### config.mk
export PLATFORM = sky130hd
export DESIGN_NAME = sbrg_top
export DESIGN_NICKNAME = d
export VERILOG_FILES = /design/src/hw/sbrg_pkg.sv /design/src/hw/sbrg_divider.sv /design/src/hw/sbrg_top.sv
export SDC_FILE = /design/constraint.sdc
export NUM_CORES = 1
export LEC_CHECK = 0
export ABC_AREA = 1
export ABC_CLOCK_PERIOD_IN_PS = 3800
export BUFFER_PORTS_ARGS = -buffer_cell sky130_fd_sc_hd__buf_2
export CORE_MARGIN = 2
export CORE_UTILIZATION = 35
export DETAILED_ROUTE_END_ITERATION = 7
export PLACE_DENSITY = 0.68
export SYNTH_ARGS = -nofsm -noshare
export SYNTH_HDL_FRONTEND = slang
export SYNTH_SLANG_ARGS = --single-unit
### constraint.sdc
create_clock -name i_mclk -period 3.8 [get_ports i_mclk]
set_input_delay 0 -clock i_mclk [delete_from_list [all_inputs] [get_ports i_mclk]]
set_output_delay 0 -clock i_mclk [all_outputs]
set_load 0.01 [all_outputs]
### src/hw/sbrg_pkg.sv
// Purpose: Shared constants and types of the serial baud timer block
// Assumes: 32-bit Avalon-MM register bus, byte addresses, one word per register
// Notes: All registers except the 16-bit timer count are 8 bits wide and sit in the low byte lane
package sbrg_pkg;

   localparam int SBRG_ADDR_W = 8;
   localparam int SBRG_DATA_W = 32;
   localparam int SBRG_REG_W = 8;
   localparam int SBRG_DIV_W = 16;
   localparam int SBRG_PRE_W = 6;

   // Register byte addresses
   localparam logic [SBRG_ADDR_W-1:0] SBRG_BAUD_CONTROL_ADDR = 8'h00;
   localparam logic [SBRG_ADDR_W-1:0] SBRG_RECEIVE_STATUS_CONTROL_ADDR = 8'h04;
   localparam logic [SBRG_ADDR_W-1:0] SBRG_DIVISOR_LOW_BYTE_ADDR = 8'h08;
   localparam logic [SBRG_ADDR_W-1:0] SBRG_DIVISOR_HIGH_BYTE_ADDR = 8'h0C;
   localparam logic [SBRG_ADDR_W-1:0] SBRG_TRANSMIT_STATUS_CONTROL_ADDR = 8'h10;
   localparam logic [SBRG_ADDR_W-1:0] SBRG_TIMER_COUNT_ADDR = 8'h14;

   // Baud control fields
   localparam int SBRG_AUTOBAUD_OVERFLOW_BIT = 7;
   localparam int SBRG_RECEIVE_IDLE_BIT = 6;
   localparam int SBRG_CLOCK_POLARITY_BIT = 4;
   localparam int SBRG_WIDE_COUNTER_SELECT_BIT = 3;
   localparam int SBRG_WAKE_ENABLE_BIT = 1;
   localparam int SBRG_AUTOBAUD_ENABLE_BIT = 0;
   localparam logic [SBRG_REG_W-1:0] SBRG_BAUD_CONTROL_WMASK = 8'h1B;

   // Transmit status control fields
   localparam int SBRG_SYNC_MODE_BIT = 4;
   localparam int SBRG_HIGH_SPEED_SELECT_BIT = 2;
   localparam int SBRG_SHIFT_EMPTY_BIT = 1;
   localparam logic [SBRG_REG_W-1:0] SBRG_TRANSMIT_STATUS_CONTROL_WMASK = 8'hFD;

   // Receive status control fields
   localparam int SBRG_FRAME_ERROR_BIT = 2;
   localparam int SBRG_OVERRUN_ERROR_BIT = 1;
   localparam logic [SBRG_REG_W-1:0] SBRG_RECEIVE_STATUS_CONTROL_WMASK = 8'hF9;

   // Reset values
   localparam logic [SBRG_REG_W-1:0] SBRG_REG_RESET = 8'h00;
   localparam logic [SBRG_DATA_W-1:0] SBRG_READ_ZERO = 32'h00000000;

   // Prescale limits: multiplier minus one
   localparam logic [SBRG_PRE_W-1:0] SBRG_PRE_LIMIT_64 = 6'h3F;
   localparam logic [SBRG_PRE_W-1:0] SBRG_PRE_LIMIT_16 = 6'h0F;
   localparam logic [SBRG_PRE_W-1:0] SBRG_PRE_LIMIT_4 = 6'h03;

   typedef struct packed {
      logic read;
      logic write;
      logic [SBRG_ADDR_W-1:0] address;
      logic [3:0] byteenable;
      logic [SBRG_DATA_W-1:0] writedata;
   } sbrg_avl_req_s;

   typedef struct packed {
      logic ack;
      logic [SBRG_DATA_W-1:0] readdata;
      logic [SBRG_REG_W-1:0] baud_control;
      logic [SBRG_REG_W-1:0] receive_status_control;
      logic [SBRG_REG_W-1:0] divisor_low_byte;
      logic [SBRG_REG_W-1:0] divisor_high_byte;
      logic [SBRG_REG_W-1:0] transmit_status_control;
      logic baud_tick;
   } sbrg_top_state_s;

endpackage

### src/hw/sbrg_divider.sv
// Purpose: Free running counter from zero to a limit with a terminal pulse
// Assumes: Limit may change at any time; a count at or above it ends the period
// Notes: Clear has priority over counting
`timescale 1ns/1ps
module sbrg_divider #(
   parameter int W = 16
) (
   // Clock and reset
   input wire logic i_mclk,
   input wire logic i_reset_n,
   // Control
   input wire logic i_clear,
   input wire logic i_enable,
   input wire logic [W-1:0] i_limit,
   // Status
   output logic [W-1:0] o_count,
   output logic o_terminal
);

   typedef struct packed {
      logic [W-1:0] count;
   } sbrg_div_state_s;

   sbrg_div_state_s st;
   sbrg_div_state_s next_st;

   assign o_terminal = i_enable && (st.count >= i_limit);
   assign o_count = st.count;

   always_comb begin
      next_st = st;
      if (i_clear) begin
         next_st.count = '0;
      end else if (o_terminal) begin
         next_st.count = '0;
      end else if (i_enable) begin
         next_st.count = st.count + W'(1);
      end
   end

   always_ff @(posedge i_mclk or negedge i_reset_n) begin
      if (!i_reset_n) begin
         st <= '0;
      end else begin
         st <= next_st;
      end
   end

endmodule // sbrg_divider

### src/hw/sbrg_top.sv
// Purpose: Baud timer of a serial transceiver with its register file
// Assumes: Avalon-MM slave with one wait state; receiver and transmitter sit outside
// Notes: Tick is a one-cycle pulse every prescale times (n+1) clocks
// How it works
// - One baud timer, 8 or 16 bits wide, serves asynchronous and synchronous modes.
// - The timer starts as 8 bits after reset and the wide counter select bit makes it 16 bits.
// - The timer runs freely and its period comes from n, the low divisor byte in 8-bit mode or both divisor bytes in 16-bit mode.
// - In asynchronous mode the prescale depends on both high speed and wide counter bits.
// - In synchronous mode the high speed select bit is ignored.
// - Any write to a divisor byte clears the timer at once so the new rate starts at once.
// - Asynchronous, 8 bits, normal speed gives clock over 64 times (n+1).
// - Asynchronous, 16 bits, normal speed gives clock over 16 times (n+1).
// - Synchronous mode of either width gives clock over 4 times (n+1).
// - The low divisor byte forms bits 7 to 0 of n and, in 16-bit mode only, the high byte bits 15 to 8.
// - Unimplemented bits of the baud registers read as zero.
`timescale 1ns/1ps
module sbrg_top (
   // Clock and reset
   input wire logic i_mclk,
   input wire logic i_reset_n,
   // Register bus
   input wire sbrg_pkg::sbrg_avl_req_s i_avl,
   output logic o_avl_waitrequest,
   output logic [sbrg_pkg::SBRG_DATA_W-1:0] o_avl_readdata,
   // Status from transceiver
   input wire logic i_receive_idle_flag,
   input wire logic i_autobaud_overflow,
   input wire logic i_transmit_shift_empty,
   input wire logic i_frame_error,
   input wire logic i_overrun_error,
   // Baud timer outputs
   output logic o_baud_tick,
   output logic [sbrg_pkg::SBRG_DIV_W-1:0] o_divisor,
   output logic o_sync_mode,
   output logic o_high_speed_select,
   output logic o_wide_counter_select,
   // Configuration to transceiver
   output logic o_clock_polarity,
   output logic o_wake_enable,
   output logic o_autobaud_enable,
   output logic [sbrg_pkg::SBRG_REG_W-1:0] o_transmit_status_control,
   output logic [sbrg_pkg::SBRG_REG_W-1:0] o_receive_status_control
);
   import sbrg_pkg::*;

   sbrg_top_state_s st;
   sbrg_top_state_s next_st;

   logic bus_req;
   logic bus_take;
   logic wr_take;
   logic lane0;
   logic divisor_write;
   logic sync_mode;
   logic high_speed;
   logic wide_counter;
   logic [SBRG_DIV_W-1:0] divisor;
   logic [SBRG_PRE_W-1:0] pre_limit;
   logic pre_terminal;
   logic baud_terminal;
   logic [SBRG_PRE_W-1:0] pre_count;
   logic [SBRG_DIV_W-1:0] baud_count;
   logic [SBRG_REG_W-1:0] baud_control_view;
   logic [SBRG_REG_W-1:0] transmit_view;
   logic [SBRG_REG_W-1:0] receive_view;
   logic [SBRG_DATA_W-1:0] read_value;

   // Bus request held until the acknowledge cycle
   assign bus_req = i_avl.read || i_avl.write;
   assign bus_take = bus_req && st.ack;
   assign wr_take = bus_take && i_avl.write;
   assign lane0 = i_avl.byteenable[0];
   assign o_avl_waitrequest = bus_req && !st.ack;
   assign o_avl_readdata = st.readdata;

   // Mode bits
   assign sync_mode = st.transmit_status_control[SBRG_SYNC_MODE_BIT];
   assign high_speed = st.transmit_status_control[SBRG_HIGH_SPEED_SELECT_BIT];
   assign wide_counter = st.baud_control[SBRG_WIDE_COUNTER_SELECT_BIT];

   // Count n: high byte only in wide mode
   always_comb begin
      divisor = {st.divisor_high_byte, st.divisor_low_byte};
      if (!wide_counter) begin
         divisor = {SBRG_REG_RESET, st.divisor_low_byte};
      end
   end

   // Prescale selection
   always_comb begin
      pre_limit = SBRG_PRE_LIMIT_64;
      if (sync_mode) begin
         pre_limit = SBRG_PRE_LIMIT_4;
      end else if (wide_counter) begin
         if (high_speed) begin
            pre_limit = SBRG_PRE_LIMIT_4;
         end else begin
            pre_limit = SBRG_PRE_LIMIT_16;
         end
      end else begin
         if (high_speed) begin
            pre_limit = SBRG_PRE_LIMIT_16;
         end else begin
            pre_limit = SBRG_PRE_LIMIT_64;
         end
      end
   end

   // Either divisor byte written on lane zero
   assign divisor_write = wr_take && lane0 &&
      ((i_avl.address == SBRG_DIVISOR_LOW_BYTE_ADDR) ||
       (i_avl.address == SBRG_DIVISOR_HIGH_BYTE_ADDR));

   // Prescaler, one pulse every multiplier clocks
   sbrg_divider #(
      .W(SBRG_PRE_W)
   ) u_prescale (
      .i_mclk(i_mclk),
      .i_reset_n(i_reset_n),
      .i_clear(divisor_write),
      .i_enable(1'b1),
      .i_limit(pre_limit),
      .o_count(pre_count),
      .o_terminal(pre_terminal)
   );

   // Baud timer counting prescale pulses from zero to n
   sbrg_divider #(
      .W(SBRG_DIV_W)
   ) u_baud_timer (
      .i_mclk(i_mclk),
      .i_reset_n(i_reset_n),
      .i_clear(divisor_write),
      .i_enable(pre_terminal),
      .i_limit(divisor),
      .o_count(baud_count),
      .o_terminal(baud_terminal)
   );

   // Read views with live status bits
   always_comb begin
      baud_control_view = st.baud_control & SBRG_BAUD_CONTROL_WMASK;
      baud_control_view[SBRG_AUTOBAUD_OVERFLOW_BIT] = i_autobaud_overflow;
      baud_control_view[SBRG_RECEIVE_IDLE_BIT] = i_receive_idle_flag;
   end

   always_comb begin
      transmit_view = st.transmit_status_control & SBRG_TRANSMIT_STATUS_CONTROL_WMASK;
      transmit_view[SBRG_SHIFT_EMPTY_BIT] = i_transmit_shift_empty;
   end

   always_comb begin
      receive_view = st.receive_status_control & SBRG_RECEIVE_STATUS_CONTROL_WMASK;
      receive_view[SBRG_FRAME_ERROR_BIT] = i_frame_error;
      receive_view[SBRG_OVERRUN_ERROR_BIT] = i_overrun_error;
   end

   // Read multiplexer; unmapped reads return zero
   always_comb begin
      read_value = SBRG_READ_ZERO;
      case (i_avl.address)
         SBRG_BAUD_CONTROL_ADDR: begin
            read_value[SBRG_REG_W-1:0] = baud_control_view;
         end
         SBRG_RECEIVE_STATUS_CONTROL_ADDR: begin
            read_value[SBRG_REG_W-1:0] = receive_view;
         end
         SBRG_DIVISOR_LOW_BYTE_ADDR: begin
            read_value[SBRG_REG_W-1:0] = st.divisor_low_byte;
         end
         SBRG_DIVISOR_HIGH_BYTE_ADDR: begin
            read_value[SBRG_REG_W-1:0] = st.divisor_high_byte;
         end
         SBRG_TRANSMIT_STATUS_CONTROL_ADDR: begin
            read_value[SBRG_REG_W-1:0] = transmit_view;
         end
         SBRG_TIMER_COUNT_ADDR: begin
            read_value[SBRG_DIV_W-1:0] = baud_count;
         end
         default: begin
            read_value = SBRG_READ_ZERO;
         end
      endcase
   end

   // Next state
   always_comb begin
      next_st = st;
      next_st.baud_tick = baud_terminal;
      // Acknowledge one cycle after the request appears
      next_st.ack = bus_req && !st.ack;
      if (bus_req && !st.ack && i_avl.read) begin
         next_st.readdata = read_value;
      end
      if (wr_take && lane0) begin
         case (i_avl.address)
            SBRG_BAUD_CONTROL_ADDR: begin
               next_st.baud_control =
                  i_avl.writedata[SBRG_REG_W-1:0] & SBRG_BAUD_CONTROL_WMASK;
            end
            SBRG_RECEIVE_STATUS_CONTROL_ADDR: begin
               next_st.receive_status_control =
                  i_avl.writedata[SBRG_REG_W-1:0] & SBRG_RECEIVE_STATUS_CONTROL_WMASK;
            end
            SBRG_DIVISOR_LOW_BYTE_ADDR: begin
               next_st.divisor_low_byte = i_avl.writedata[SBRG_REG_W-1:0];
            end
            SBRG_DIVISOR_HIGH_BYTE_ADDR: begin
               next_st.divisor_high_byte = i_avl.writedata[SBRG_REG_W-1:0];
            end
            SBRG_TRANSMIT_STATUS_CONTROL_ADDR: begin
               next_st.transmit_status_control =
                  i_avl.writedata[SBRG_REG_W-1:0] & SBRG_TRANSMIT_STATUS_CONTROL_WMASK;
            end
            default: begin
               next_st.ack = 1'b0;
            end
         endcase
      end
   end

   always_ff @(posedge i_mclk or negedge i_reset_n) begin
      if (!i_reset_n) begin
         st <= '0;
      end else begin
         st <= next_st;
      end
   end

   // Outputs
   assign o_baud_tick = st.baud_tick;
   assign o_divisor = divisor;
   assign o_sync_mode = sync_mode;
   assign o_high_speed_select = high_speed;
   assign o_wide_counter_select = wide_counter;
   assign o_clock_polarity = st.baud_control[SBRG_CLOCK_POLARITY_BIT];
   assign o_wake_enable = st.baud_control[SBRG_WAKE_ENABLE_BIT];
   assign o_autobaud_enable = st.baud_control[SBRG_AUTOBAUD_ENABLE_BIT];
   assign o_transmit_status_control = st.transmit_status_control;
   assign o_receive_status_control = st.receive_status_control;

endmodule // sbrg_top

### Word level (Yosys, flattened, before mapping)

Cells that the tools add are included.

* register bits: 73
* logic and storage cells: 51
* bits of input ports: 53

* $add $sub $neg: 2
* mux-type cells: 14
* magnitude comparators: 2
* eq/ne operators: 5
* reduce and logical (&&, ||, !) cells: 18

Operators with widths (count)
* 16-bit 2-to-1 mux: 4
* 8-bit one-hot mux with 6 select lines: 1
* 6-bit 2-to-1 mux: 5
* 16-bit by 1-bit adder with 16-bit output (second input constant): 1
* 8-bit by 4-bit == test with 1-bit output (second input constant): 2
* 8-bit by 5-bit == test with 1-bit output (second input constant): 2
* 16-bit greater-or-equal comparator: 1
* 2-bit AND reduction: 5
* 8-bit by 3-bit == test with 1-bit output (second input constant): 1
* 8-bit logical NOT: 1
* 8-bit 2-to-1 mux: 1
* 1-bit logical AND: 7
* 6-bit by 1-bit adder with 6-bit output (second input constant): 1
* 6-bit greater-or-equal comparator: 1
* 5-bit OR reduction: 1
* 4-bit 2-to-1 mux: 1
* 3-bit nonzero test: 1
* 1-bit logical OR: 2
* 1-bit 2-to-1 mux: 2
* 1-bit logical NOT: 1

### Logic depth before layout (Yosys ltp)

Gate-level depths: netlist (run 1).

* depth in word-level cells: 7
* depth in mapped cells: 15

### Modules after synthesis

Synthesis (run 1) repeated with hierarchy kept, for this count alone.

* cells, all modules: 674
* area, all modules: 5067.4 um2

Modules (own cells, without submodules)
* sbrg_top: sequential area each 1276.2 um2, area each 3086.7 um2, instances 1, cells each 374
* sbrg_divider (u_baud_timer): sequential area each 400.4 um2, area each 1465.2 um2, instances 1, cells each 222
* sbrg_divider (u_prescale): sequential area each 150.1 um2, area each 515.5 um2, instances 1, cells each 78

### Worst setup path after synthesis (run 1)

OpenSTA, ideal clock, no wires.

* path kind: register to register
* from: reg st, in the netlist o_wide_counter_select
* to: reg u_baud_timer.st, in the netlist u_baud_timer.o_count[10]
* stages on the path, launching flop included: 15
* arrival: 2.074 ns
* buffers on the path: 2
* clock period less this slack: 2.196 ns
* required time: 3.678 ns
* path slack: 1.604 ns
* setup time: 0.122 ns
* cells stage by stage: dfrtp_1 clkbuf_1 inv_1 o21ai_0 ha_1 nand2_1 nand2_1 nand2_1 nand2_1 nor2_4 nand2_2 buf_6 nand2_1 xor2_1 nor2_1

* longest elaborated chain between the ends: 6

RTL lines
* start, declared: RTL line sbrg_top.sv:46 `sbrg_top_state_s st;`
* start signal, assigned: RTL line sbrg_top.sv:226 `st <= next_st;`
* branches (longest 6 deep; another with 16-bit greater-or-equal comparator)
* end signal, assigned: RTL line sbrg_divider.sv:45 `st <= next_st;`
* end, declared: RTL line sbrg_divider.sv:24 `sbrg_div_state_s st;`

Parallel ways; which one is timed is not known.
A chain may end at the register's enable or synchronous reset.

### Worst setup path in the final report (run 1)

Same ends and word-level chain as after synthesis.

==> impl_metrics.ini, run 1 <==
[run_status]
run_status = completed

[logic_synthesis]
post_synth_most_frequent_cells = sky130_fd_sc_hd__nand2_1, sky130_fd_sc_hd__inv_1, sky130_fd_sc_hd__dfrtp_1, sky130_fd_sc_hd__buf_4, sky130_fd_sc_hd__nor2_1
post_synth.cell_area_avg_sq_um = 7.570
ys_seq_area_frac = 0.3924
synth_most_common_cell = sky130_fd_sc_hd__nand2_1
yosysWarningCount = 0
synth_top_flop_cell = sky130_fd_sc_hd__dfrtp_1
cell_area_synth_sq_um = 4656
synth_compound_area_frac = 0.08600
synth_async_sr_flop_share = 1.000
synth-simple-area-share = 0.2706
ff_latch_count_synth = 73
yosys.area_share.xor_xnor = 0.01693
netlist.area_leader.share = 0.3924
synthesized_area_fraction_occupied_by_adder_cells = 0.05912
muxShareOfSynthArea = 0
synthDominantAreaCellType = sky130_fd_sc_hd__dfrtp_1
synth_top_family_by_area = simple AND/OR/NAND/NOR gates
synth_cells = 615
synth_cell_type_count = 31
synth.top_cells.by_area = sky130_fd_sc_hd__dfrtp_1, sky130_fd_sc_hd__nand2_1, sky130_fd_sc_hd__buf_4, sky130_fd_sc_hd__inv_1, sky130_fd_sc_hd__ha_1
synth_enable_flop_cells = 0

[placement]
dpl_cell_area_sq_um = 4822
io_buffers = 78
place_worst_setup_slack_ns = 1.311
place.detailed.hpwl_um = 8608
final_weighted_congestion_of_routability_driven_global_placement = 0.8749

[clock_tree]
worst_setup_hold_path_clk_slew_ns = 0.06
cts.sink_count = 73
clock_latency_on_the_worst_skew_pair_ns = 0.34
clk_root_buffer_cell = sky130_fd_sc_hd__clkbuf_16
clock_tree.buffer_depth = 2
cts_tree = built
cts_repair_resize_count = 0
cts_buffers = 9
cts.htree.levels = 3

[grt]
pin_count_of_the_biggest_net_entering_global_routing = 74
antenna_found_initial = 0
total_congestion_overflow = 0
first_global_vias = 3597
global_route.usage.total = 0.1664
grt_pass1_wl_um = 18270

[timing]
timing.clock.skew_ns = 0.008655
relSlewSlack = 0.3701
totalNegativeSetupSlack_ns = 0
worst_pin_slew_ns = 0.9448
setup_viol = 0
post-route-period-util = 0.6584
fmaxAchievable_mhz = 399.7
grt_setup_unrepaired = no
final.min_clock_period_ns = 2.502
final_critical_path_setup_slack_ns = 1.298
hold_viol_final = 0
final_max_slew_viol_count = 0

[detailed_routing]
route.detailed.drc = 0
routed_via_density = 4.604
detail-route-antenna-nets = 0
detailroute.via_count = 3872
wl_per_cell_um = 13.60
detailedRoute.firstIterationViolations = 393
first_pass_iters = 6
wl_um = 11440

[worst_setup_path]
cp_slowest_stage_delay_ns = 0.59
critical_path.slowest_cell = sky130_fd_sc_hd__dfrtp_1
path_common_cell = sky130_fd_sc_hd__nand2_1
crit_chain = inv_1 > o21ai_0 > ha_1 > nand2_1 > nand2_1 > nand2_1 > nand2_1 > nor2_4 > nand2_2 > nand2_1 > xor2_1 > nor2_1
arrival_ns = 2.72
timing.critical_path.required_ns = 4.02
timing.critical_path.fanout_max = 20
setup.worst_path.start_class = register
worst_path_class_setup = reg2reg
endpoint_kind = register

[floorplan]
core_area_sq_um = 13140
die_x_um = 119.3
floorplan.die_area_sq_um = 14240
io_pins = 125
initial_core_util = 0.3544
chipHeight_um = 119.3
placement_rows = 42

[final_layout]
finalNetCount = 735
postLayoutCellArea_sq_um = 5182
num_antenna_cells = 0
post_route_cells_drive_above_1_share = 0.1805
area_growth_syn_to_layout_pct = 11.31

[power_and_ir_drop]
power.leakage_nw = 2.855
power_density_nw_per_um2 = 372.0
totalPowerFinal_mw = 1.928
ir_drop_uv = 193.0

[run]
maxCapViolCount = 0

[min_path]
hp-class = in2reg
critical path: cells and delay by family (launching register included):
kind / cells / cell delay [ns]
AOI/OAI and AO/OA: 1 / 0.27
xor gates and xnor gates: 1 / 0.16
adders and majority gates: 1 / 0.30
buffers and inverters: 1 / 0.10
DFF: 1 / 0.59
and+or+nand+nor: 8 / 0.98
per-stage QoR:
stage,utilization,hold slack [ns],std cells
3_3_place_gp,0.3670,0.2086,818
6_report,0.3945,0.007932,841
2_1_floorplan,-,-0.2956,633
3_5_place_dp,0.3670,0.2019,818
4_1_cts,0.3945,0.006757,841
5_1_grt,0.3945,0.03927,841
worst paths after layout:
path                                        from                     endpoint  slack, ns  cells after the start
max                        o_wide_counter_select     u_baud_timer.o_count[10]       1.30                     12
min                                     i_avl[5]                       st[14]      0.008                      3
max reg2reg                o_wide_counter_select     u_baud_timer.o_count[10]       1.30                     12
min reg2reg                               st[73]                       st[73]       0.44                      1
max in group asynchronous              i_reset_n  o_receive_status_control[7]       2.83                      2
min in group asynchronous              i_reset_n            o_avl_readdata[9]       0.36                      2
cell usage in the layout, fill, tap and decap left out, types with 2 or more instances in the layout:
| cell | Yosys | layout |
|---|---|---|
| sky130_fd_sc_hd__o21ai_1 | 24 | 24 |
| sky130_fd_sc_hd__nand4_1 | 8 | 8 |
| sky130_fd_sc_hd__inv_2 | 4 | 4 |
| sky130_fd_sc_hd__nor3b_1 | 2 | 2 |
| sky130_fd_sc_hd__inv_1 | 74 | 74 |
| sky130_fd_sc_hd__clkbuf_1 | 3 | 3 |
| sky130_fd_sc_hd__a21oi_1 | 10 | 10 |
| sky130_fd_sc_hd__buf_2 | 3 | 77 |
| sky130_fd_sc_hd__nand2_1 | 188 | 188 |
| sky130_fd_sc_hd__nand3_2 | 2 | 2 |
| sky130_fd_sc_hd__nor2_2 | 3 | 3 |
| sky130_fd_sc_hd__dfrtp_1 | 73 | 73 |
| sky130_fd_sc_hd__conb_1 | 1 | 19 |
| sky130_fd_sc_hd__ha_1 | 22 | 22 |
| sky130_fd_sc_hd__nand3_1 | 30 | 30 |
| sky130_fd_sc_hd__nor2_4 | 5 | 5 |
| sky130_fd_sc_hd__clkinv_2 | 0 | 2 |
| sky130_fd_sc_hd__o31ai_1 | 7 | 7 |
| sky130_fd_sc_hd__nand2_2 | 6 | 6 |
| sky130_fd_sc_hd__o211ai_1 | 2 | 2 |
| sky130_fd_sc_hd__xor2_1 | 8 | 8 |
| sky130_fd_sc_hd__o21ai_2 | 6 | 6 |
| sky130_fd_sc_hd__nor3_2 | 2 | 2 |
| sky130_fd_sc_hd__nor3_1 | 2 | 2 |
| sky130_fd_sc_hd__dlygate4sd3_1 | 0 | 7 |
| sky130_fd_sc_hd__o21ai_0 | 22 | 22 |
| sky130_fd_sc_hd__nor2_1 | 41 | 41 |
| sky130_fd_sc_hd__clkbuf_16 | 0 | 9 |
cells by family (layout without fill, tap and decap cells):
family	count (synthesis)	in the layout
AO/OA/AOI/OAI	71	71
XOR/XNOR	9	9
adder cells (fa/ha/maj)	22	22
buffers and inverters	148	180
flip-flops	73	73
other	1	19
AND/OR/NAND/NOR	291	291
final cells by class:
class	instances	area (sq um)
Clock buffer	13	250.2
Clock inverter	3	40.04
Fill cell	1383	7955
Inverter	79	296.5
Multi-Input combinational cell	412	2086
Sequential cell	73	1827
Tap cell	176	220.2
Timing Repair Buffer	85	462.9
where the power goes:
part | total, mW | switching (mW) | internal (mW) | leakage, nW
combinational | 0.241 | 0.155 | 0.0855 | 1.71
sequential | 0.851 | 0.0327 | 0.819 | 1.00
clock | 0.836 | 0.312 | 0.524 | 0.144
metal layers:
layer  part of all wire  track usage  up-vias
met2               0.45       0.2647      116
met5                  0            0        -
met3              0.066      0.04550       14
li1                   -            -     1963
met1               0.47       0.2197     1779
met4              0.017      0.05441        0
repair_timing:
action / 4_1_cts / 5_1_grt
buffers inserted: 0 / 0
hold buffers: 7 / 0
setup endpoints to repair: 0 / 0
endpoints found under the hold margin: 83 / 0
flip-flops by register name, summed over array words and instances, names as in the netlist, 6 cells and up:
name	flops
o_receive_status_control	6
u_baud_timer.o_count	16
o_transmit_status_control	7
o_avl_readdata	16
st	17
u_prescale.o_count	6
No activity file was read; power rests on OpenSTA's default activity.
==> run 2, diff against run 1 <==
Settings changed: ABC_CLOCK_PERIOD_IN_PS 3800 to 2400.
Clock period 3.8 ns to 2.4 ns, I/O delays scaled along.
==> impl_metrics.ini, run 2 (synthesis results as in run 1) <==
[grt]
total_congestion_overflow = 0
antenna_found_initial = 0
pin_count_of_the_biggest_net_entering_global_routing = 74
first_global_vias = 3729
grt_pass1_wl_um = 18900
global_route.usage.total = 0.1706

[clock_tree]
cts_buffers = 9
worst_setup_hold_path_clk_slew_ns = 0.06
clock_tree.buffer_depth = 2
setup_fix_bufs_post_cts = 0
cts.htree.levels = 3
clock_latency_on_the_worst_skew_pair_ns = 0.34
cts.sink_count = 73
clk_root_buffer_cell = sky130_fd_sc_hd__clkbuf_16
cts_tree = built

[placement]
final_weighted_congestion_of_routability_driven_global_placement = 0.8544
place.detailed.hpwl_um = 8764
io_buffers = 78

[detailed_routing]
detail-route-antenna-nets = 0
detailedRoute.firstIterationViolations = 208
route.detailed.drc = 0
wl_um = 11600
routed_via_density = 4.675
wl_per_cell_um = 13.73
detailroute.via_count = 3950
first_pass_iters = 5

[power_and_ir_drop]
power_density_nw_per_um2 = 578.9
ir_drop_uv = 363.7
power.leakage_nw = 2.874

[final_layout]
register_area_sq_um = 1827
largest_reg_flops = 17
layout.cells.most_common = sky130_fd_sc_hd__nand2_1
finalNetCount = 740
area_growth_syn_to_layout_pct = 12.07
layout.cells.most_common_list = sky130_fd_sc_hd__nand2_1, sky130_fd_sc_hd__buf_2, sky130_fd_sc_hd__inv_1, sky130_fd_sc_hd__dfrtp_1, sky130_fd_sc_hd__nor2_1
multi_input_logic_area_sq_um = 2091
post_route_cells_drive_above_1_share = 0.1883
post_layout_utilization_of_the_core = 0.3971
filler_cell_count = 1374
num_antenna_cells = 0
registers.top_by_ff_count = st

[timing]
fmaxAchievable_mhz = 479.3
hold_viol_final = 0
final.min_clock_period_ns = 2.086
timing.clock.skew_ns = 0.01022
final_max_slew_viol_count = 0
relSlewSlack = 0.3600
worst_pin_slew_ns = 0.9600
post-route-period-util = 0.8693
setup_viol = 0
totalNegativeSetupSlack_ns = 0
grt_setup_unrepaired = no

[floorplan]
chipHeight_um = 119.3
die_x_um = 119.3
floorplan.die_area_sq_um = 14240
placement_rows = 42
io_pins = 125
core_area_sq_um = 13140
initial_core_util = 0.3544

[run_status]
run_status = completed

[min_path]
hp-class = in2reg

[worst_setup_path]
timing.critical_path.required_ns = 2.67
arrival_ns = 2.35
endpoint_kind = register
setup.worst_path.start_class = register
worst_path_class_setup = reg2reg
timing.critical_path.fanout_max = 10

[run]
maxCapViolCount = 0
run 2: cell types whose count changed in the layout (fill, tap and decap cells not counted):
cell                         before  now
sky130_fd_sc_hd__buf_4            1    6
sky130_fd_sc_hd__clkbuf_1         3    1
sky130_fd_sc_hd__nand2_4          0    1
sky130_fd_sc_hd__nand2_2          6    5
sky130_fd_sc_hd__bufinv_16        1    0
sky130_fd_sc_hd__clkinv_2         2    1
sky130_fd_sc_hd__clkbuf_8         1    3
sky130_fd_sc_hd__clkinvlp_4       0    1
run 2: power breakdown:
part / total [mW] / internal [mW] / switching, mW
sequential: 1.35 / 1.30 / 0.0514
combinational: 0.390 / 0.142 / 0.248
clock: 1.28 / 0.777 / 0.505
run 2: area by class of cell:
cell class	instances	share of cell area
Timing Repair Buffer	90	0.09592
Clock inverter	2	0.002398
Sequential cell	73	0.3501
Inverter	79	0.05683
Tap cell	176	0.04221
Multi-Input combinational cell	412	0.4007
Clock buffer	13	0.05180
run 2: final timing paths:
| kind | start | to | slack [ns] | cells past startpoint |
|---|---|---|---|---|
| worst max-delay path | o_transmit_status_control[2] | u_baud_timer.o_count[15] | 0.31 | 12 |
| worst min-delay path | i_avl[5] | o_receive_status_control[5] | 0.02 | 3 |
| max in group asynchronous | i_reset_n | st[10] | 1.41 | 2 |
| worst min register to register | st[73] | st[73] | 0.44 | 1 |
| worst max register to register | o_transmit_status_control[2] | u_baud_timer.o_count[15] | 0.31 | 12 |
| min in group asynchronous | i_reset_n | o_avl_readdata[14] | 0.34 | 2 |
run 2: repair_timing:
item | CTS | global route
resized for setup | 0 | 1
hold buffers | 7 | 0
endpoints found under the hold margin | 84 | 0
endpoints found under the setup margin | 0 | 1
run 2: layer usage:
layer | vias to the layer above | routed length (um) | track usage
met2 | 131 | 5096 | 0.2622
li1 | 1963 | - | -
met3 | 17 | 800 | 0.04693
met5 | - | 0 | 0
met1 | 1839 | 5449 | 0.2309
met4 | 0 | 255 | 0.06103
run 2: worst max-delay path, cell delays in order (launching register included):
cell and delay, ns:
sky130_fd_sc_hd__dfrtp_1 0.42, sky130_fd_sc_hd__inv_1 0.09, sky130_fd_sc_hd__o21ai_0 0.27, sky130_fd_sc_hd__ha_1 0.31, sky130_fd_sc_hd__nand2_1 0.07, sky130_fd_sc_hd__nand2_1 0.05, sky130_fd_sc_hd__nand2_1 0.05, sky130_fd_sc_hd__nand2_1 0.07
sky130_fd_sc_hd__nor2_4 0.15, sky130_fd_sc_hd__inv_1 0.11, sky130_fd_sc_hd__nand2_1 0.13, sky130_fd_sc_hd__nand2_2 0.16, sky130_fd_sc_hd__nor2_1 0.14
run 2: stage by stage:
| stage | setup WS [ns] | instance area (sq um) | std cells | hold slack, ns | total power [mW] |
|---|---|---|---|---|---|
| after global placement | 0.2715 | 4860 | 823 | 0.2042 | 1.740 |
| after detailed placement | 0.2165 | 4860 | 823 | 0.2076 | 1.748 |
| after CTS | 0.2062 | 5213 | 845 | 0.01139 | 3.039 |
| after global routing | 0.1061 | 5218 | 845 | 0.02742 | 3.159 |
| final | 0.3137 | 5218 | 845 | 0.01601 | 3.021 |
| after floorplan | 0.2037 | 4723 | 633 | -0.2956 | 1.654 |
